### src/common/pwm_pkg.sv
// Package for the 8-bit sub-cycle pulse width modulator.
// Assumes one 10 MHz clock domain and an AHB-Lite master with word accesses.
package pwm_pkg;

    // Register byte addresses.
    localparam logic [7:0] PWM_OFS_DUTY = 8'h00;
    localparam logic [7:0] PWM_OFS_CTRL = 8'h04;
    localparam logic [7:0] PWM_OFS_DIR = 8'h08;
    localparam logic [7:0] PWM_OFS_DATA = 8'h0C;
    localparam logic [7:0] PWM_OFS_PULL = 8'h10;
    localparam logic [7:0] PWM_OFS_STAT = 8'h14;

    // Field positions.
    localparam int PWM_BIT_SEL = 3;
    localparam int PWM_BIT_MODE = 5;
    localparam int PWM_BIT_PIN = 4;

    // Reset values.
    localparam logic [7:0] PWM_RST_DUTY = 8'h00;
    localparam logic PWM_RST_DIR = 1'b1;

    // Timing counts in modulator clocks.
    localparam logic [7:0] PWM_CNT_LAST = 8'hFF;
    localparam int PWM_PERIOD = 256;
    localparam int PWM_SUB4_LEN = 64;
    localparam int PWM_SUB2_LEN = 128;

    // Bus request from the master.
    typedef struct packed {
        logic hsel;
        logic [31:0] haddr;
        logic [1:0] htrans;
        logic hwrite;
        logic [2:0] hsize;
        logic [31:0] hwdata;
        logic hready;
    } pwm_ahb_req_t;

    // Bus answer to the master.
    typedef struct packed {
        logic hreadyout;
        logic hresp;
        logic [31:0] hrdata;
    } pwm_ahb_rsp_t;

    // Shared pin as driven by the block.
    typedef struct packed {
        logic pin_o;
        logic pin_oe;
        logic pull_en;
    } pwm_pin_t;

endpackage

### src/rtl/pwm_modulator.sv
// Sub-cycle pulse width modulator with AHB-Lite registers and shared pin control.
// Assumes a 10 MHz clk, an active-low asynchronous rstn and a single-slave AHB-Lite bus.
`timescale 1ns/100ps

module pwm_modulator
    import pwm_pkg::*;
(
    input wire logic clk,
    input wire logic rstn,
    input wire logic ce,
    input wire pwm_ahb_req_t ahb_req,
    output pwm_ahb_rsp_t ahb_rsp,
    input wire logic pin_i,
    output pwm_pin_t pin
);

    // Whole state of the block in one record.
    typedef struct packed {
        logic [7:0] cnt;
        logic [7:0] duty;
        logic sel;
        logic mode2;
        logic [7:0] act_duty;
        logic act_mode2;
        logic dir;
        logic data;
        logic pull;
        logic [2:0] sync;
        logic pin_lvl;
        logic wr_pend;
        logic [7:0] waddr;
        pwm_ahb_rsp_t rsp;
        pwm_pin_t pin;
    } pwm_state_t;

    pwm_state_t s_q;
    pwm_state_t s_d;
    logic lvl;

    // Waveform level for one count, duty and mode; sub-cycle split happens here.
    function automatic logic pwm_level(logic [7:0] cnt, logic [7:0] duty, logic two);
        logic [7:0] pos;
        logic [7:0] base;
        logic bump;
        pos = 8'h00;
        base = 8'h00;
        bump = 1'b0;
        if (two) begin
            pos = {1'b0, cnt[6:0]};
            base = {1'b0, duty[7:1]};
            bump = ({1'b0, cnt[7]} < {1'b0, duty[0]});
        end else begin
            pos = {2'b00, cnt[5:0]};
            base = {2'b00, duty[7:2]};
            bump = (cnt[7:6] < duty[1:0]);
        end
        return (pos < (8'(base + {7'h00, bump}))) || (bump && (pos == base));
    endfunction

    // Read mux over the register map; unmapped words read as zero.
    function automatic logic [31:0] pwm_read(logic [7:0] a, pwm_state_t s);
        logic [31:0] r;
        r = 32'h0000_0000;
        unique case (a)
            PWM_OFS_DUTY: r[7:0] = s.duty;
            PWM_OFS_CTRL: begin
                r[PWM_BIT_SEL] = s.sel;
                r[PWM_BIT_MODE] = s.mode2;
            end
            PWM_OFS_DIR: r[PWM_BIT_PIN] = s.dir;
            PWM_OFS_DATA: r[PWM_BIT_PIN] = s.data;
            PWM_OFS_PULL: r[PWM_BIT_PIN] = s.pull;
            PWM_OFS_STAT: r = {13'h0000, s.pin.pin_oe, s.pin_lvl, s.act_mode2,
                               s.act_duty, s.cnt};
            default: r = 32'h0000_0000;
        endcase
        return r;
    endfunction

    // Level of the current count from the duty latched for this period.
    assign lvl = pwm_level(s_q.cnt, s_q.act_duty, s_q.act_mode2);

    // Next-state logic for counter, registers, pin and bus.
    always_comb begin
        s_d = s_q;
        s_d.cnt = 8'(s_q.cnt + 8'h01);
        if (s_q.cnt == PWM_CNT_LAST) begin
            s_d.act_duty = s_q.duty;
            s_d.act_mode2 = s_q.mode2;
        end
        // Three-stage synchroniser; the level moves only when stages two and three agree.
        s_d.sync = {s_q.sync[1:0], pin_i};
        if (s_q.sync[1] == s_q.sync[2]) begin
            s_d.pin_lvl = s_q.sync[2];
        end
        if (s_q.sel) begin
            s_d.pin.pin_oe = !s_q.dir;
            s_d.pin.pin_o = !s_q.dir && s_q.data && lvl;
        end else begin
            s_d.pin.pin_oe = !s_q.dir;
            s_d.pin.pin_o = !s_q.dir && s_q.data;
        end
        // pull-high only while the pin is an input
        s_d.pin.pull_en = s_q.dir && s_q.pull;
        // Data phase of a write: the byte captured in the address phase selects the target.
        // software writes only values
        s_d.wr_pend = 1'b0;
        if (s_q.wr_pend) begin
            unique case (s_q.waddr)
                PWM_OFS_DUTY: s_d.duty = ahb_req.hwdata[7:0];
                PWM_OFS_CTRL: begin
                    s_d.sel = ahb_req.hwdata[PWM_BIT_SEL];
                    s_d.mode2 = ahb_req.hwdata[PWM_BIT_MODE];
                end
                PWM_OFS_DIR: s_d.dir = ahb_req.hwdata[PWM_BIT_PIN];
                PWM_OFS_DATA: s_d.data = ahb_req.hwdata[PWM_BIT_PIN];
                PWM_OFS_PULL: s_d.pull = ahb_req.hwdata[PWM_BIT_PIN];
                default: s_d.wr_pend = 1'b0;
            endcase
        end
        // Address phase; zero wait states so reads are loaded now for the next cycle.
        if (ahb_req.hsel && ahb_req.hready && ahb_req.htrans[1]) begin
            s_d.waddr = ahb_req.haddr[7:0];
            s_d.wr_pend = ahb_req.hwrite && (ahb_req.haddr[31:8] == 24'h000000);
            if (!ahb_req.hwrite) begin
                s_d.rsp.hrdata = (ahb_req.haddr[31:8] == 24'h000000) ?
                    pwm_read(ahb_req.haddr[7:0], s_q) : 32'h0000_0000;
            end
        end
        s_d.rsp.hreadyout = 1'b1;
        s_d.rsp.hresp = 1'b0;
    end

    // State register; a low clock enable freezes everything.
    always_ff @(posedge clk or negedge rstn) begin
        if (!rstn) begin
            s_q <= '0;
            s_q.duty <= PWM_RST_DUTY;
            s_q.act_duty <= PWM_RST_DUTY;
            s_q.dir <= PWM_RST_DIR;
            s_q.rsp.hreadyout <= 1'b1;
        end else if (ce) begin
            s_q <= s_d;
        end
    end

    assign ahb_rsp = s_q.rsp;
    assign pin = s_q.pin;

    // Helper: high clocks seen so far in the running period.
    logic [8:0] hi_cnt_q;
    always_ff @(posedge clk or negedge rstn) begin
        if (!rstn) begin
            hi_cnt_q <= 9'h000;
        end else if (ce) begin
            if (s_q.cnt == PWM_CNT_LAST) begin
                hi_cnt_q <= 9'h000;
            end else begin
                hi_cnt_q <= 9'(hi_cnt_q + {8'h00, lvl});
            end
        end
    end

    // Counter advances by one on each enabled clock.
    property p_cnt_step;
        @(posedge clk) disable iff (!rstn)
        ce |=> (s_q.cnt == 8'($past(s_q.cnt) + 8'h01));
    endproperty
    a_cnt_step: assert property (p_cnt_step)
        else $error("period counter did not advance by one");

    // Total high time over one period equals the latched duty.
    property p_period_duty;
        @(posedge clk) disable iff (!rstn)
        (ce && s_q.cnt == PWM_CNT_LAST) |->
            (9'(hi_cnt_q + {8'h00, lvl}) == {1'b0, s_q.act_duty});
    endproperty
    a_period_duty: assert property (p_period_duty)
        else $error("high clocks in period differ from duty");

    // Active duty changes only across a period boundary.
    property p_latch_edge;
        @(posedge clk) disable iff (!rstn)
        (s_q.act_duty != $past(s_q.act_duty)) |->
            ($past(s_q.cnt) == PWM_CNT_LAST && $past(ce));
    endproperty
    a_latch_edge: assert property (p_latch_edge)
        else $error("duty changed inside a period");

    // Waveform rises only on the first clock of a sub-cycle.
    property p_rise_start;
        @(posedge clk) disable iff (!rstn)
        (ce && !lvl) |=> (!lvl || (s_q.act_mode2 ? s_q.cnt[6:0] == 7'h00
                                                  : s_q.cnt[5:0] == 6'h00));
    endproperty
    a_rise_start: assert property (p_rise_start)
        else $error("waveform rose inside a sub-cycle");

    // Four-way mode: a sub-cycle at or above extra is low at position base.
    property p_four_base;
        @(posedge clk) disable iff (!rstn)
        (!s_q.act_mode2 && s_q.cnt[5:0] == s_q.act_duty[7:2] &&
         s_q.cnt[7:6] >= s_q.act_duty[1:0]) |-> !lvl;
    endproperty
    a_four_base: assert property (p_four_base)
        else $error("four-way sub-cycle too long");

    // Two-way mode: a sub-cycle below extra is still high at position base.
    property p_two_extra;
        @(posedge clk) disable iff (!rstn)
        (s_q.act_mode2 && s_q.cnt[6:0] == s_q.act_duty[7:1] &&
         !s_q.cnt[7] && s_q.act_duty[0]) |-> lvl;
    endproperty
    a_two_extra: assert property (p_two_extra)
        else $error("two-way sub-cycle missing extra clock");

    // Pin high only when selected or plain port drives it with data one and output.
    property p_drive_gate;
        @(posedge clk) disable iff (!rstn)
        ($past(ce) && pin.pin_o) |->
            (pin.pin_oe && $past(s_q.data) && !$past(s_q.dir));
    endproperty
    a_drive_gate: assert property (p_drive_gate)
        else $error("pin driven high without enables");

    // Data bit zero with the function selected holds the pin low.
    property p_data_off;
        @(posedge clk) disable iff (!rstn)
        (ce && s_q.sel && !s_q.data) |=> !pin.pin_o;
    endproperty
    a_data_off: assert property (p_data_off)
        else $error("pin not forced low by data bit");

    // Direction one leaves the pin undriven.
    property p_dir_input;
        @(posedge clk) disable iff (!rstn)
        (ce && s_q.sel && s_q.dir) |=> (!pin.pin_oe && pin.pull_en == $past(s_q.pull));
    endproperty
    a_dir_input: assert property (p_dir_input)
        else $error("pin driven while set as input");

    // Main scenarios.
    c_two_mode: cover property (@(posedge clk) disable iff (!rstn)
        s_q.act_mode2 && s_q.act_duty[0] && lvl);
    c_four_mode: cover property (@(posedge clk) disable iff (!rstn)
        !s_q.act_mode2 && s_q.act_duty[1:0] == 2'h3 && pin.pin_o);
    c_relatch: cover property (@(posedge clk) disable iff (!rstn)
        ce && s_q.cnt == PWM_CNT_LAST && s_q.duty != s_q.act_duty);

endmodule

### config.mk
export PLATFORM = sky130hd
export DESIGN_NAME = pwm_modulator
export DESIGN_NICKNAME = d
export VERILOG_FILES = /design/src/common/pwm_pkg.sv /design/src/rtl/pwm_modulator.sv
export SDC_FILE = /design/constraint.sdc
export NUM_CORES = 1
export LEC_CHECK = 0
export BUFFER_PORTS_ARGS = -buffer_cell sky130_fd_sc_hd__buf_2
export CORE_UTILIZATION = 30
export DETAILED_ROUTE_END_ITERATION = 12
export SLEW_MARGIN = 10
export SYNTH_ARGS = -nofsm -noshare
export SYNTH_HDL_FRONTEND = slang
export SYNTH_SLANG_ARGS = --single-unit
export TNS_END_PERCENT = 5
### constraint.sdc
create_clock -name clk -period 4 [get_ports clk]
set_input_delay 0.8 -clock clk [delete_from_list [all_inputs] [get_ports clk]]
set_output_delay 0.8 -clock clk [all_outputs]
set_load 0.05 [all_outputs]
==> results.md <==
- Port bufs: 69
- Cells after Synth: 321
- Largest net degree at the start of global routing: 35
- Worst path arrival time: 3380 ps
- Antenna cells: 0
- Worst-Skew Late Latency: 330 ps
- Post-layout util: 35.9%
- Final setup viols: 0
- Dpl hpwl: 5.51 mm
- Largest stage delay on the critical path: 440 ps
- Minimum clock period: 3140 ps
- Sequential cell area: 1630 µm²
- Multi-input gate area: 1650 µm²
- Clk sink count: 65
- RR Startpoint: s_q[79]$_DFFE_PN0P_
- Ranking of synthesized cells by area: dfrtp_1 (45%), mux2_2 (12%), buf_4 (7.7%)
- Post-synthesis cell area: 3600 µm²
- Critical path launch point type: register
- Antenna viol nets, final: 0
- Area of the die: 12400 µm²
- Vias post-DR: 2470
- # rows: 39
- Crit-path cells: ha_1 > a211o_1 > o21ai_0 > ha_1 > nand2_1 > a21oi_1 > nand3_1 > xnor2_1 > mux2i_1 > ha_1 > a21o_1 > a21oi_1 > o21ai_0 > a31oi_1
- Sw Share: 27.7%
- Hold Path Cell Cnt: 2
- Worst rel slew slack: 53.3%
- Hold Vio Cnt, Final: 0
- Die Wd: 112 µm
- Hold slack: 489 ps
- Synth Flop Type: dfrtp_1
- Total GRT Usage: 12.9%
- Post-synth EDFFs: 0
- Crit path buffers/inverters: 0
- Ports: 113
- Initial antenna violation count: 0
- Least-Margin Pin Slew: 701 ps
- CTS tree: yes
- Drt drc: 6
- Violated checks: DRC
- Die height: 112 µm
- Root Buffer: clkbuf_16
- Gate power share: 14.7%
- Yosys cell types: 45
- Syn Area/Cell: 11.2 µm²
- Crit path max-delay family: compound AO/OA/AOI/OAI gates
- Critical path required time: 4240 ps
- RSZ-0062 raised after global routing: no
- Setup CP Type: register to register
- Final period utilization: 78.5%
- Worst vdd rail ir drop: 0.000195 V
- Pwr Density: 450 nW/µm²
- P&R area growth vs syn: 15.4%
- Asr flop ratio synth: 100%
- NetSw: 0.517 mW
- Setup crit end kind: register
- Max Slew Vio Count: 0
- CTS Buffer Depth: 2
- Sequential Power Share: 43.5%
- Filler instances: 1131
- Pint: 1.35 mW
- Vias in the first global route: 2529
- Hold Startpoint: s_q[45]$_DFFE_PN0P_
- Setup tns final: 0 ps
- Design area: 4150 µm²
- Placed Area: 3850 µm²
- Per-cell routed wire length: 14.5 µm
- Pwr Total: 1.87 mW
- Seq cells post-synth: 65
- Number of nets in the layout: 451
- Post-synthesis sequential area ratio: 45.2%
- Remaining Overflow, GRT: 0
- Initial Util: 31.1%
- Core outline area: 11600 µm²
- Max Cap Viol: 0
- Yosys top cell area share: 44.5%
- Hold_buf cts: 0
- Clock skew: 7.41 ps
- H-Tree Depth: 3
- Cts repair resizes: 0
- Slowest cell on crit path: dfrtp_1
- Top post-synthesis cells by count: dfrtp_1 (64), mux2_2 (38), buf_4 (37), nand2_1 (19), xnor2_1 (14)
- First-pass DRT Iterations: 10
- # Post-CTS Setup Buffers: 0
- Reg2Reg Depth: 14
- Share of cells above drive strength 1: 39.5%
- Num CTS Buffers: 9
- CTS clk-pin slew, worst paths: 60 ps
- CP Max Fanout: 5
- Yosys top cell by area: dfrtp_1
- Most common cell on crit path: ha_1
- Vias per Instance: 4.81
- Sink of the worst hold path: s_q[45]$_DFFE_PN0P_
- Status: finished with violations
- DRT iter0 DRCs: 108
- Register-to-register setup slack: 860 ps
- Yosys warns: 0
- Gp weighted congestion: 0.836
- Worst reg2reg path endpoint: pin[2]$_DFFE_PN0P_
- Final WL: 7.44 mm
- First-pass GRT wire length: 12.6 mm
- Fmax: 318 MHz
- Most frequent cell after synthesis: dfrtp_1
- P_leak: 1.97 nW
- Clock network fraction of total power: 41.8%
- HP Class: register to register
[sequential cells by signal, indices dropped and copies added (netlist names)]
signal	flops
s_d	2
pin	3
ahb_rsp	19
s_q	41
[per-layer routing]
layer  vias up  wire length [µm]  GRT usage, %
met2        89              3470          20.7
met3        12               458          3.76
li1       1189                 -             -
met4         0                96          4.50
met1      1180              3420          16.7
met5         -                 0             0
[how the worst max path moves through the flow]
stage | startpoint | to | cells after the start | slack (ps)
after global placement | s_q[55]$_DFFE_PN0P_ | pin[2]$_DFFE_PN0P_ | 15 | 890
after global routing | s_q[79]$_DFFE_PN0P_ | pin[2]$_DFFE_PN0P_ | 14 | 630
after detailed placement | s_q[79]$_DFFE_PN0P_ | pin[2]$_DFFE_PN0P_ | 14 | 880
after floorplan | s_q[78]$_DFFE_PN0P_ | pin[2]$_DFFE_PN0P_ | 15 | 1280
after CTS | s_q[79]$_DFFE_PN0P_ | pin[2]$_DFFE_PN0P_ | 14 | 820
final | s_q[79]$_DFFE_PN0P_ | pin[2]$_DFFE_PN0P_ | 14 | 860
[power by group through the flow]
stage	sequential (mW)	combinational (mW)	clock, mW
after floorplan	0.780	0.237	0
after detailed placement	0.823	0.277	0
final	0.812	0.275	0.780
after global routing	0.823	0.311	0.827
after global placement	0.823	0.269	0
after CTS	0.811	0.279	0.798
[kinds of logic after synthesis]
group           Yosys count  share of synthesized area, %
flops                    65                          45.2
fa+ha+maj                10                          3.48
compound gates           42                          9.08
xor+xnor                 21                          5.11
simple gates             74                          12.0
other cells               2                         0.209
mux                      48                          14.7
buf+inv                  59                          10.3
[per-stage QoR]
| step | worst slack [ps] | instances |
|---|---|---|
| after floorplan | 1280 | 334 |
| after global placement | 886 | 497 |
| after detailed placement | 883 | 497 |
| after CTS | 825 | 513 |
| after global routing | 625 | 513 |
| final | 859 | 513 |
[worst register-to-register path, delay by kind of cell, from the launching register on]
family,cells,cell delay [ps]
flip-flops,1,440
AO/OA/AOI/OAI,7,1300
multiplexers,1,150
XOR/XNOR,1,150
AND/OR/NAND/NOR,2,220
adder cells (fa/ha/maj),3,780
[layout by cell type, fill, tap and decap left out, types with 2 or more instances in the layout]
cell / count
dfrtp_1: 64
and2_0: 5
clkbuf_16: 9
clkinv_2: 2
inv_1: 6
nor4_1: 7
or4_1: 2
a21oi_1: 6
mux2i_1: 10
xor2_1: 7
and3_1: 3
nand4_1: 6
a22o_2: 10
buf_2: 69
conb_1: 15
nor3_1: 4
o21ai_0: 8
mux2_2: 38
a22oi_1: 3
ha_1: 10
a221o_2: 5
buf_4: 4
xnor2_1: 14
clkinvlp_4: 2
nand3_1: 8
nor2_1: 7
a31oi_1: 3
nand2b_1: 5
nand2_1: 19
[final cells by class]
class | instances | share of cell area, %
Clock buffer | 11 | 5.85
Clock inverter | 5 | 1.33
Tap cell | 143 | 4.31
Inverter | 6 | 0.542
Multi-Input combinational cell | 210 | 39.7
Sequential cell | 65 | 39.2
Timing Repair Buffer | 73 | 9.04
Note: power is estimated with default switching activity, not from simulation.
